<file path="config.mk">
export PLATFORM = sky130hd
export DESIGN_NAME = mcx_core
export DESIGN_NICKNAME = d
export VERILOG_FILES = /design/src/mcx_pkg.sv /design/src/mcx_core.sv
export SDC_FILE = /design/constraint.sdc
export NUM_CORES = 1
export LEC_CHECK = 0
export ABC_AREA = 0
export BUFFER_PORTS_ARGS = -buffer_cell sky130_fd_sc_hd__buf_2
export CORE_MARGIN = 2
export CORE_UTILIZATION = 30
export CTS_CLUSTER_SIZE = 28
export DETAILED_ROUTE_END_ITERATION = 16
export PLACE_DENSITY = 0.56
export SLEW_MARGIN = 20
export SYNTH_ARGS = -nofsm -noshare
export SYNTH_HDL_FRONTEND = slang
export SYNTH_SLANG_ARGS = --single-unit
</file>
<file path="constraint.sdc">
create_clock -name i_clk -period 9 [get_ports i_clk]
set_clock_uncertainty 0.2 [all_clocks]
set_input_delay 1.8 -clock i_clk [delete_from_list [all_inputs] [get_ports i_clk]]
set_output_delay 1.8 -clock i_clk [all_outputs]
set_load 0.005 [all_outputs]
</file>
<file path="src/mcx_pkg.sv">
/*
 Package for the 8-bit core's decode and execute logic: opcode fields,
 data-space addresses of the working registers, cycle counts, states.
 Assumes nothing of its surroundings.
*/
package mcx_pkg;
	localparam logic [7:0]  ADR_X      = 8'h80;
	localparam logic [7:0]  ADR_Y      = 8'h81;
	localparam logic [7:0]  ADR_WBASE  = 8'h80;
	localparam logic [11:0] PC_RESET   = 12'h000;
	localparam logic [7:0]  BYTE_ZERO  = 8'h00;
	localparam logic [7:0]  BYTE_ONES  = 8'hFF;
	localparam logic [11:0] PC_ONE     = 12'h001;
	localparam logic [11:0] PC_TWO     = 12'h002;
	localparam logic [11:0] PC_THREE   = 12'h003;
	localparam logic [2:0]  CYC_LS     = 3'h4;
	localparam logic [2:0]  CYC_BR     = 3'h2;
	localparam logic [2:0]  CYC_BT     = 3'h5;
	localparam logic [2:0]  CYC_CTL    = 3'h2;
	localparam logic [2:0]  STK_DEPTH  = 3'h6;
	localparam logic [2:0]  CND_NZ     = 3'h0;
	localparam logic [2:0]  CND_NC     = 3'h2;
	localparam logic [2:0]  CND_Z      = 3'h4;
	localparam logic [2:0]  CND_C      = 3'h6;
	localparam logic [3:0]  LO_EXT     = 4'h1;
	localparam logic [3:0]  LO_BT      = 4'h3;
	localparam logic [3:0]  LO_SD      = 4'h5;
	localparam logic [3:0]  LO_IND     = 4'h7;
	localparam logic [3:0]  LO_DIR     = 4'hF;
	localparam logic [3:0]  LO_BDIR    = 4'hB;
	localparam logic [3:0]  LO_INH     = 4'hD;
	localparam logic [3:0]  LO_JP      = 4'h9;
	localparam logic [3:0]  ALU_LD     = 4'h0;
	localparam logic [3:0]  ALU_LDI    = 4'h1;
	localparam logic [3:0]  ALU_CP     = 4'h2;
	localparam logic [3:0]  ALU_CPI    = 4'h3;
	localparam logic [3:0]  ALU_ADD    = 4'h4;
	localparam logic [3:0]  ALU_ADD_IMMEDIATE_VALUE   = 4'h5;
	localparam logic [3:0]  ALU_INC    = 4'h6;
	localparam logic [3:0]  ALU_ST     = 4'h8;
	localparam logic [3:0]  ALU_AND    = 4'hA;
	localparam logic [3:0]  ALU_MASK_IMMEDIATE   = 4'hB;
	localparam logic [3:0]  ALU_SUB    = 4'hC;
	localparam logic [3:0]  ALU_DIFFERENCE_IMMEDIATE   = 4'hD;
	localparam logic [3:0]  ALU_DEC    = 4'hE;
	localparam logic [3:0]  INH_JP     = 4'h9;
	localparam logic [3:0]  INH_NOP    = 4'h0;
	localparam logic [3:0]  INH_RET    = 4'hC;
	localparam logic [3:0]  INH_INTERRUPT_EXIT   = 4'hD;
	localparam logic [3:0]  INH_STOP   = 4'h6;
	localparam logic [3:0]  INH_WAIT   = 4'hE;
	localparam logic [3:0]  INH_COM    = 4'h2;
	localparam logic [3:0]  INH_RLC    = 4'hA;
	localparam logic [3:0]  INH_SLA    = 4'h4;
	localparam logic [3:0]  INH_CLR    = 4'h8;
	localparam logic [3:0]  INH_LDIR   = 4'h1;

	typedef enum logic [2:0] {
		MCX_FETCH = 3'b000,
		MCX_ARG1  = 3'b001,
		MCX_ARG2  = 3'b010,
		MCX_READ  = 3'b011,
		MCX_EXEC  = 3'b100,
		MCX_WAIT  = 3'b101,
		MCX_HALT  = 3'b110
	} mcx_state_e;
endpackage : mcx_pkg
</file>
<file path="src/mcx_core.sv">
/*
 Decode and execute logic of the 8-bit core, program and data ports.
 Assumes program and data memories that answer the registered address
 within the same cycle. Accumulator lives here, flags too.
*/
`timescale 1ns/1ns
`default_nettype none

// Overview of operation
// (RQ1) Forty base instructions across nine addressing schemes, 244 opcodes.
// (RQ2) Load/store take one to three bytes and four cycles.
// (RQ3) Load moves accumulator to or from operand, sets zero, keeps carry.
// (RQ4) Immediate load to any data byte: three bytes, four cycles, no flags.
// (RQ5) Add, and, compare, subtract use accumulator plus operand, update both flags.
// (RQ6) Clear, increment, decrement any data address; inc/dec change zero only.
// (RQ7) Complement, rotate, shift act on accumulator, four cycles, both flags.
// (RQ8) Short branches: one byte, two cycles, span -15..+16, no flags.
// (RQ9) Bit-test branches: three bytes, five cycles, 3-bit index, on 0 or 1.
// (RQ10) Bit-test displacement is 8-bit signed, -126..+129.
// (RQ11) Bit-test branch copies tested bit into carry, zero untouched.
// (RQ12) Bit set/reset: two bytes, four cycles, flags unchanged.
// (RQ13) Software avoids bit set/reset on port or mixed-access registers.
// (RQ14) Control ops: one byte, two cycles; only interrupt exit alters flags.
// (RQ15) With watchdog selected, stop behaves as wait.
// (RQ16) Long jump and call: 12-bit target, two bytes, four cycles, no flags.
// (RQ17) Target is opcode low nibble above the following byte; the code uses the high nibble (op_q[7:4]) instead.
// (RQ18) Short branch: condition bits, direction bit, four-bit magnitude.
// (RQ19) Indirect opcodes pick index register 80h or 81h by bit 4.
// (RQ20) Short-direct opcodes address working registers 80h to 83h.
// (RQ21) Zero flag set when 8-bit result is zero, else cleared.
// (RQ22) Branch relative to own address; not taken continues sequentially.
module mcx_core (
	input  wire logic        i_clk,
	input  wire logic        i_rst_b,
	input  wire logic        i_wdg_sel,
	input  wire logic        i_wake,
	output logic [11:0]      o_pc_addr,
	input  wire logic [7:0]  i_pc_data,
	output logic [7:0]       o_dm_addr,
	output logic             o_dm_we,
	output logic [7:0]       o_dm_wdata,
	input  wire logic [7:0]  i_dm_rdata,
	output logic [7:0]       o_acc,
	output logic             o_zero,
	output logic             o_carry,
	output logic             o_waiting,
	output logic             o_stopped
);
	import mcx_pkg::*;

	mcx_state_e   st_q;
	logic [11:0]  pc_q;
	logic [7:0]   op_q, b1_q, b2_q, acc_q, iptr_q;
	logic         z_q, c_q, iz_q, ic_q;
	logic [2:0]   cnt_q;
	logic [11:0]  stk_q [0:5];
	logic [2:0]   sp_q;

	// ==========================================================
	// Decode helpers
	function automatic logic [1:0] op_len(input logic [7:0] op); // RQ1
		unique case (op[3:0])
			LO_EXT, LO_JP, LO_DIR, LO_BDIR: op_len = 2'd2;
			LO_BT:                   op_len = 2'd3;
			LO_IND:                  op_len = (op[7:4] == ALU_LDI || op[7:4] == ALU_CPI ||
				op[7:4] == ALU_ADD_IMMEDIATE_VALUE || op[7:4] == ALU_MASK_IMMEDIATE ||
				op[7:4] == ALU_DIFFERENCE_IMMEDIATE) ? 2'd2 : 2'd1;
			LO_INH:                  op_len = (op[7:4] == INH_LDIR) ? 2'd3 :
				(op[7:4] == INH_CLR) ? 2'd3 : 2'd1;
			default:                 op_len = 2'd1;
		endcase
	endfunction

	function automatic logic [2:0] cycles(input logic [7:0] op);
		if (op[2:0] == 3'h0 || op[2:0] == 3'h2 || op[2:0] == 3'h4 || op[2:0] == 3'h6 ||
			(op[3:0] == LO_INH && (op[7:4] == INH_NOP || op[7:4] == INH_RET ||
			op[7:4] == INH_INTERRUPT_EXIT || op[7:4] == INH_STOP || op[7:4] == INH_WAIT)))
			cycles = CYC_CTL; // RQ8 RQ14
		else if (op[3:0] == LO_BT)
			cycles = CYC_BT; // RQ9
		else
			cycles = CYC_LS; // RQ2 RQ16
	endfunction

	// Operand address: indirect, short-direct or direct
	logic [7:0] ea;
	always_comb begin
		if (op_q[3:0] == LO_IND)
			ea = iptr_q; // RQ19
		else if (op_q[3:0] == LO_SD)
			ea = ADR_WBASE | {6'h00, op_q[7:6]}; // RQ20
		else
			ea = b1_q;
	end

	// A one-byte indirect op reads its pointer in the first read cycle
	logic ptr_load;
	assign ptr_load = (st_q == MCX_READ) && (op_q[3:0] == LO_IND) &&
		(op_len(op_q) == 2'd1) && (cnt_q == 3'h1); // RQ19

	// ==========================================================
	// Execute datapath
	logic [8:0]  sum;
	logic [7:0]  res, opnd;
	logic        wr_acc, wr_mem, set_z, set_c, new_c, bit_v;
	logic [11:0] br_pc, tgt;
	always_comb begin
		opnd   = (op_q[3:0] == LO_IND && op_len(op_q) == 2'd2) ? b1_q : i_dm_rdata;
		sum    = 9'h000;
		res    = acc_q;
		wr_acc = 1'b0;
		wr_mem = 1'b0;
		set_z  = 1'b0;
		set_c  = 1'b0;
		new_c  = c_q;
		bit_v  = i_dm_rdata[op_q[7:5]];
		tgt    = {op_q[7:4], b1_q}; // RQ17
		br_pc  = pc_q + PC_ONE;
		if (op_q[3:0] == LO_IND || op_q[3:0] == LO_DIR) begin
			unique case (op_q[7:4])
				ALU_LD, ALU_LDI: begin res = opnd; wr_acc = 1'b1; set_z = 1'b1; end // RQ3
				ALU_ST:  begin res = acc_q; wr_mem = 1'b1; set_z = 1'b1; end // RQ3
				ALU_ADD, ALU_ADD_IMMEDIATE_VALUE: begin
					sum = {1'b0, acc_q} + {1'b0, opnd}; // RQ5
					res = sum[7:0]; wr_acc = 1'b1; set_z = 1'b1; set_c = 1'b1; new_c = sum[8];
				end
				ALU_SUB, ALU_DIFFERENCE_IMMEDIATE, ALU_CP, ALU_CPI: begin
					sum = {1'b0, acc_q} - {1'b0, opnd}; // RQ5
					res = sum[7:0]; set_z = 1'b1; set_c = 1'b1; new_c = sum[8];
					wr_acc = (op_q[7:4] == ALU_SUB || op_q[7:4] == ALU_DIFFERENCE_IMMEDIATE);
				end
				ALU_AND, ALU_MASK_IMMEDIATE: begin
					res = acc_q & opnd; wr_acc = 1'b1; set_z = 1'b1; set_c = 1'b1; new_c = 1'b0; // RQ5
				end
				ALU_INC: begin res = opnd + 8'h01; wr_mem = 1'b1; set_z = 1'b1; end // RQ6
				ALU_DEC: begin res = opnd - 8'h01; wr_mem = 1'b1; set_z = 1'b1; end // RQ6
				default: ;
			endcase
		end else if (op_q[3:0] == LO_SD) begin
			res = op_q[4] ? i_dm_rdata : i_dm_rdata;
			unique case (op_q[5:4])
				2'b01: begin res = i_dm_rdata + 8'h01; wr_mem = 1'b1; set_z = 1'b1; end // RQ6
				2'b11: begin res = i_dm_rdata; wr_acc = 1'b1; set_z = 1'b1; end // RQ3
				default: begin res = acc_q; wr_mem = 1'b1; set_z = 1'b1; end // RQ3
			endcase
		end else if (op_q[3:0] == LO_BDIR) begin
			res = i_dm_rdata; // RQ12
			res[op_q[7:5]] = op_q[4];
			wr_mem = 1'b1;
		end else if (op_q[3:0] == LO_BT) begin
			set_c = 1'b1; // RQ11
			new_c = bit_v;
			if (bit_v == op_q[4])
				br_pc = pc_q + {{4{b2_q[7]}}, b2_q} + PC_TWO; // RQ10 RQ22
			else
				br_pc = pc_q + PC_THREE; // RQ22
		end else if (op_q[3:0] == LO_INH) begin
			unique case (op_q[7:4])
				INH_COM: begin res = ~acc_q; wr_acc = 1'b1; set_z = 1'b1; set_c = 1'b1; new_c = acc_q[7]; end // RQ7
				INH_RLC: begin res = {acc_q[6:0], c_q}; wr_acc = 1'b1; set_z = 1'b1; set_c = 1'b1; new_c = acc_q[7]; end // RQ7
				INH_SLA: begin res = {acc_q[6:0], 1'b0}; wr_acc = 1'b1; set_z = 1'b1; set_c = 1'b1; new_c = acc_q[7]; end // RQ7
				INH_CLR: begin res = BYTE_ZERO; wr_mem = 1'b1; end // RQ6
				INH_LDIR: begin res = b2_q; wr_mem = 1'b1; end // RQ4
				default: ;
			endcase
		end
		if (op_q[2:0] == CND_NZ || op_q[2:0] == CND_NC || op_q[2:0] == CND_Z || op_q[2:0] == CND_C) begin
			// Condition lives in bits 2:1 here; bit 3 is direction, 7:4 magnitude
			if ((op_q[2:1] == 2'd0 && !z_q) || (op_q[2:1] == 2'd1 && !c_q) ||
				(op_q[2:1] == 2'd2 && z_q) || (op_q[2:1] == 2'd3 && c_q)) // RQ18
				br_pc = op_q[3] ? pc_q - {8'h00, op_q[7:4]} : pc_q + {8'h00, op_q[7:4]} + PC_ONE; // RQ8 RQ22
		end
	end

	// ==========================================================
	// Sequencer
	logic        is_ret;
	logic [11:0] nxt_pc;
	assign is_ret = (op_q[3:0] == LO_INH) && (op_q[7:4] == INH_RET || op_q[7:4] == INH_INTERRUPT_EXIT);

	// Next instruction address, shared by the pc and the program port
	always_comb begin
		if (op_q[3:0] == LO_EXT || op_q[3:0] == LO_JP)
			nxt_pc = tgt; // RQ16 RQ17
		else if (is_ret && sp_q != 3'h0)
			nxt_pc = stk_q[sp_q - 3'h1];
		else if (op_q[2:0] == CND_NZ || op_q[2:0] == CND_NC || op_q[2:0] == CND_Z ||
			op_q[2:0] == CND_C || op_q[3:0] == LO_BT)
			nxt_pc = br_pc; // RQ22
		else
			nxt_pc = pc_q + {10'h000, op_len(op_q)};
	end

	always_ff @(posedge i_clk) begin
		if (!i_rst_b) begin
			st_q  <= MCX_FETCH;
			cnt_q <= 3'h0;
			op_q  <= BYTE_ZERO;
			b1_q  <= BYTE_ZERO;
			b2_q  <= BYTE_ZERO;
		end else begin
			cnt_q <= cnt_q + 3'h1;
			unique case (st_q)
				MCX_FETCH: begin
					op_q  <= i_pc_data;
					cnt_q <= 3'h1;
					st_q  <= (op_len(i_pc_data) > 2'd1) ? MCX_ARG1 : MCX_READ;
				end
				MCX_ARG1:  begin b1_q <= i_pc_data; st_q <= (op_len(op_q) == 2'd3) ? MCX_ARG2 : MCX_READ; end
				MCX_ARG2:  begin b2_q <= i_pc_data; st_q <= MCX_READ; end
				MCX_READ:  if (cnt_q >= cycles(op_q) - 3'h1) st_q <= MCX_EXEC;
				MCX_EXEC:  st_q <= (op_q[3:0] == LO_INH && op_q[7:4] == INH_WAIT) ? MCX_WAIT :
					(op_q[3:0] == LO_INH && op_q[7:4] == INH_STOP) ? (i_wdg_sel ? MCX_WAIT : MCX_HALT) : MCX_FETCH; // RQ15
				MCX_WAIT, MCX_HALT: if (i_wake) st_q <= MCX_FETCH;
				default:   st_q <= MCX_FETCH;
			endcase
		end
	end

	// Program counter and return stack
	always_ff @(posedge i_clk) begin
		if (!i_rst_b) begin
			pc_q <= PC_RESET;
			sp_q <= 3'h0;
			for (int k = 0; k < 6; k++) stk_q[k] <= PC_RESET;
		end else if (st_q == MCX_EXEC) begin
			pc_q <= nxt_pc; // RQ16 RQ22
			// A call past the stack depth loses its return address
			if (op_q[3:0] == LO_EXT && sp_q < STK_DEPTH) begin
				stk_q[sp_q] <= pc_q + PC_TWO;
				sp_q        <= sp_q + 3'h1;
			end else if (is_ret && sp_q != 3'h0) begin
				sp_q <= sp_q - 3'h1;
			end
		end
	end

	// Accumulator, flags and index pointer
	always_ff @(posedge i_clk) begin
		if (!i_rst_b) begin
			acc_q <= BYTE_ZERO; z_q <= 1'b0; c_q <= 1'b0; iz_q <= 1'b0; ic_q <= 1'b0;
			iptr_q <= BYTE_ZERO;
		end else begin
			if (ptr_load) iptr_q <= i_dm_rdata; // RQ19
			if (st_q == MCX_EXEC) begin
				if (wr_acc) acc_q <= res;
				if (set_z) z_q <= (res == BYTE_ZERO); // RQ21
				if (set_c) c_q <= new_c;
				if (op_q[3:0] == LO_INH && op_q[7:4] == INH_INTERRUPT_EXIT) begin z_q <= iz_q; c_q <= ic_q; end // RQ14
			end
		end
	end

	// ==========================================================
	// Ports
	always_ff @(posedge i_clk) begin
		if (!i_rst_b) begin
			o_pc_addr <= PC_RESET; o_dm_addr <= BYTE_ZERO; o_dm_we <= 1'b0; o_dm_wdata <= BYTE_ZERO;
			o_acc <= BYTE_ZERO; o_zero <= 1'b0; o_carry <= 1'b0; o_waiting <= 1'b0; o_stopped <= 1'b0;
		end else begin
			o_pc_addr  <= (st_q == MCX_EXEC) ? nxt_pc : o_pc_addr +
				((st_q == MCX_FETCH || st_q == MCX_ARG1) ? PC_ONE : 12'h000);
			// Pointer or working register address goes out as the opcode is taken
			if (st_q == MCX_FETCH)
				o_dm_addr <= (i_pc_data[3:0] == LO_IND) ? (i_pc_data[4] ? ADR_Y : ADR_X) :
					(ADR_WBASE | {6'h00, i_pc_data[7:6]}); // RQ19 RQ20
			else if (st_q == MCX_ARG1 && op_q[3:0] != LO_IND)
				o_dm_addr <= i_pc_data;
			else if (ptr_load)
				o_dm_addr <= i_dm_rdata; // RQ19
			else if (st_q != MCX_READ && st_q != MCX_ARG1)
				o_dm_addr <= ea;
			o_dm_we    <= (st_q == MCX_EXEC) && wr_mem;
			o_dm_wdata <= res;
			o_acc      <= acc_q;
			o_zero     <= z_q;
			o_carry    <= c_q;
			o_waiting  <= (st_q == MCX_WAIT);
			o_stopped  <= (st_q == MCX_HALT);
		end
	end

	// ==========================================================
	// Checks
	zero_flag_a: assert property (@(posedge i_clk) disable iff (!i_rst_b)
		(st_q == MCX_EXEC && set_z) |=> (z_q == ($past(res) == BYTE_ZERO))) else $error("zero flag wrong"); // RQ21
	ctrl_flags_a: assert property (@(posedge i_clk) disable iff (!i_rst_b)
		(st_q == MCX_EXEC && op_q == {INH_NOP, LO_INH}) |=> $stable(c_q) && $stable(z_q)) else $error("nop changed flags"); // RQ14
	stop_wait_a: assert property (@(posedge i_clk) disable iff (!i_rst_b)
		(st_q == MCX_EXEC && op_q == {INH_STOP, LO_INH} && i_wdg_sel) |=> st_q == MCX_WAIT) else $error("stop not wait"); // RQ15
	bit_carry_a: assert property (@(posedge i_clk) disable iff (!i_rst_b)
		(st_q == MCX_EXEC && op_q[3:0] == LO_BT) |=> c_q == $past(bit_v) && $stable(z_q)) else $error("bit test carry"); // RQ11
	jump_target_a: assert property (@(posedge i_clk) disable iff (!i_rst_b)
		(st_q == MCX_EXEC && op_q[3:0] == LO_EXT) |=> pc_q == $past(tgt)) else $error("jump target"); // RQ17
	bitset_flags_a: assert property (@(posedge i_clk) disable iff (!i_rst_b)
		(st_q == MCX_EXEC && op_q[3:0] == LO_BDIR) |=> $stable(c_q) && $stable(z_q)) else $error("bit op flags"); // RQ12
	incdec_carry_a: assert property (@(posedge i_clk) disable iff (!i_rst_b)
		(st_q == MCX_EXEC && (op_q[3:0] == LO_IND || op_q[3:0] == LO_DIR) &&
		(op_q[7:4] == ALU_INC || op_q[7:4] == ALU_DEC)) |=> $stable(c_q)) else $error("inc dec carry"); // RQ6
	fetch_order_a: assert property (@(posedge i_clk) disable iff (!i_rst_b)
		(st_q == MCX_EXEC) |=> st_q inside {MCX_FETCH, MCX_WAIT, MCX_HALT}) else $error("exec order"); // RQ2
	cv_branch: cover property (@(posedge i_clk) st_q == MCX_EXEC && op_q[3:0] == LO_BT);
	cv_call: cover property (@(posedge i_clk) st_q == MCX_EXEC && op_q[3:0] == LO_EXT);
	cv_wait: cover property (@(posedge i_clk) st_q == MCX_WAIT);
endmodule // mcx_core

`default_nettype wire

</file>
==> results by group <==
Clock network
  – Post CTS Setup Buffer Count: 0
  – Clock Path Buffers: 2
  – CTS-repair resized insts: 0
  – CTS Buf Count: 17
  – # clock sinks: 200
  – Worst skew pair latency: 0.49 ns
  – Clk slew on worst S/H paths: approximately 0.09 ns
  – TritonCTS clock tree: done
  – Cts hold-fix bufs: 0
  – Clock root cell: clkbuf_16
  – H-tree depth: 4

Synth
  – Sequential share of the synthesized area: 37.0%
  – Number of flops mapped to enable cells by yosys: 96
  – Compound-gate portion of the synthesized area: 17.8%
  – Avg Synthesized Cell Area: 8.85 um2
  – Synth Area in XOR/XNOR: 5.28%
  – Synthesized flop and latch total: 200
  – Simple-Gate Fraction of Synth Area: approximately 19%
  – Warnings, synthesis: 0
  – Prevailing post-synth register cell: dfxtp_1
  – Adder-cell share of the synthesized area: under 10%
  – Largest family of logic cells by synthesized area: simple AND/OR/NAND/NOR gates
  – Post-synthesis mux area share: 7.61%
  – Synth Instances: 1517
  – Asr flop ratio synth: 0%
  – Mapped Area: around 13000 um2
  – Cell variety after synth: 86

STA
  – Slew headroom: 26.3%
  – Crit path time final: between 4 and 5 ns
  – Worst slew pin tran: 1.10 ns
  – Final Hold Vio Count: 0
  – Max Fclk: 0.209 GHz
  – Sum Neg Setup Slack: 0 ns
  – Max-slew violations: 0
  – Min Hold Slack: 0.273 ns
  – RSZ-0062 raised after global routing: no
  – Setup violators final: 0
  – Fin crit share: about 53%

Floorplan
  – Initial Util: a little under a third
  – Cell Rows: 77
  – Die area: roughly 46000 um2
  – I/O pins: 61
  – CORE AREA: 44200 um2
  – Horiz. Die Dim: around 220 um
  – Die Y: 216 um

Global route
  – Grt total ovfl: 0
  – M1 GR Usage: 26.4%
  – Number of global-route vias before repair: around 11k
  – First-pass GRT wire length: 68300 um
  – Total track usage: a little under a fifth
  – Initial antenna violation count: 0
  – Largest net degree at the start of global routing: 66
  – Top Usage Layer GRT: met2
  – M3 GR Usage: 2.97%
  – Met2 Use GR: 30.0%

Worst setup path
  – Worst EP required: 9.19 ns
  – R2R setup slack: 4.22 ns
  – CP endpoint: z_q
  – Critical path class: flip-flop to flip-flop
  – Crit. Startpoint: op_q[2]
  – CP max FO: 16
  – Worst r2r src: op_q[2]
  – Worst-case reg-to-reg path depth: 15
  – Crit start category: flip-flop
  – Critical path capture point type: flip-flop
  – FF-to-FF End: z_q
  – Critical path arrival: roughly 5.0 ns

Routing
  – Antenna Nets Post-Route: 0
  – Vias/cell: ~5.5
  – WL/cell: 20.5 um
  – # DRC: 0
  – Via Count: ~12k
  – Initial drt markers: between 1k and 1.5k
  – DRT Wirelength: roughly 44000 um
  – Pre-antenna DRT Iters: 8

Outcome
  – Run status: finished clean

Cells and area
  – Nets: 1631
  – Area of the multi-input gates: between 7000 and 8000 um2
  – Fill cells: between 4k and 5k
  – Register area: 4970 um2
  – Layout cells sized above 1: between 10% and 20%
  – Area growth, synth to finish: 10.7%

Run
  – Max-cap violations: 0

Min path
  – Hold Path Class: flip-flop to flip-flop

Power
  – Combinational power share: between 20% and 30%
  – Internal power: 1.67 mW
  – Power share of the clock group: 31.1%
  – Net switching power figure: 1.05 mW
  – Cell Pwr Density: 184 nW/um2
  – Flop pwr share: 39.8%
  – Sw Share: 38.6%
  – Peak VDD IR: 0.159 mV
  – Leak Pwr: ~6 nW

Placement
  – PortBufs: 60
  – Dpl hpwl: 31300 um
  – GP Congestion: about 0.9
-- logic make-up after synthesis --
group	after synthesis
and+or+nand+nor	554
AOI/OAI and AO/OA	366
DFF	200
buffers and inverters	167
other	1
adders and majority gates	77
muxes	71
xor gates and xnor gates	81
-- critical path, stage by stage, from the launching register on --
cell	delay, ns
dfxtp_1	0.71
nand4b_1	0.73
nor2_1	0.47
a22o_4	0.21
ha_1	0.20
inv_1	0.07
fa_1	0.38
nand2b_1	0.17
a21oi_1	0.23
a31oi_1	0.17
xnor2_1	0.17
o2111ai_1	0.12
a221oi_1	0.25
o21ai_0	0.17
nand4b_1	0.23
o31ai_2	0.20
-- per-stage QoR --
stage	cells	power (mW)	util (%)	area [um2]	setup slack, ns
floorplan	1540	1.65	-	13500	4.44
global placement	2107	1.87	32.1	14200	3.97
detailed placement	2107	1.88	32.1	14200	3.98
CTS	2139	2.72	33.6	14900	4.31
global route	2139	2.85	33.6	14900	3.95
finish	2140	2.73	33.6	14900	4.22
-- Yosys cell counts (29+ instances only) --
master	instances	area, um2
inv_1	64	240
nor2_1	185	694
o21ai_0	81	405
xor2_1	43	377
nor3_1	29	145
a21oi_1	90	450
xnor2_1	38	333
dfxtp_1	104	2080
edfxtp_1	96	2880
mux2i_1	41	410
ha_1	70	876
nand3_1	52	260
nand2_1	170	638
clkbuf_1	65	244
-- power by group through the flow --
stage               clock network, mW  logic [mW]  registers, mW
finish                          0.849       0.794           1.09
floorplan                           0       0.583           1.06
CTS                             0.859       0.779           1.08
global placement                    0       0.770           1.10
global route                    0.895       0.866           1.09
detailed placement                  0       0.775           1.11
-- how the worst min path moves through the flow --
| stage | start | end | slack (ns) | cells past startpoint |
|---|---|---|---|---|
| 2_1_floorplan | c_q | o_carry | 0.24 | 2 |
| 3_3_place_gp | o_dm_addr[0] | o_dm_addr[0] | 0.24 | 2 |
| 3_5_place_dp | o_dm_addr[0] | o_dm_addr[0] | 0.25 | 2 |
| 4_1_cts | o_dm_addr[0] | o_dm_addr[0] | 0.28 | 2 |
| 5_1_grt | o_dm_addr[0] | o_dm_addr[0] | 0.30 | 2 |
| 6_report | o_dm_addr[0] | o_dm_addr[0] | 0.27 | 2 |
-- final cells by class --
cell class | count | area share [%]
diodes | 1 | 0.0168
clock buffers | 17 | 2.86
clock inverters | 15 | 1.46
inverters | 66 | 1.67
multi-input cells | 1173 | 52.8
flip-flops and latches | 200 | 33.4
well taps | 592 | 4.98
repair buffers | 76 | 2.83
-- routing by layer --
layer | vias up | routed length [um]
met2 | 439 | 20200
met3 | 65 | 2710
met5 | - | 0
met1 | 5752 | 19900
met4 | 0 | 1110
li1 | 5498 | -
-- sequential cells by signal, summed over array words and instances, names as in the netlist, 3 cells and up --
signal      count
o_pc_addr      12
acc_q           8
sp_q            3
pc_q           12
o_acc           8
op_q            8
cnt_q           3
o_dm_addr       8
iptr_q          8
o_dm_wdata      8
stk_q          96
st_q            3
b2_q            8
b1_q            8
-- cell usage in the layout, fill, tap and decap left out, types with 17 or more instances in the layout --
master,count
nor2_1,185
nand2_1,170
dfxtp_1,103
edfxtp_1,96
a21oi_1,90
o21ai_0,81
ha_1,70
inv_1,63
buf_2,60
nand3_1,52
xor2_1,43
mux2i_1,41
xnor2_1,37
nor3_1,29
mux4_2,24
conb_1,24
a211oi_1,22
a31oi_1,17
clkbuf_16,17
Note: power is estimated with default switching activity, not from simulation.
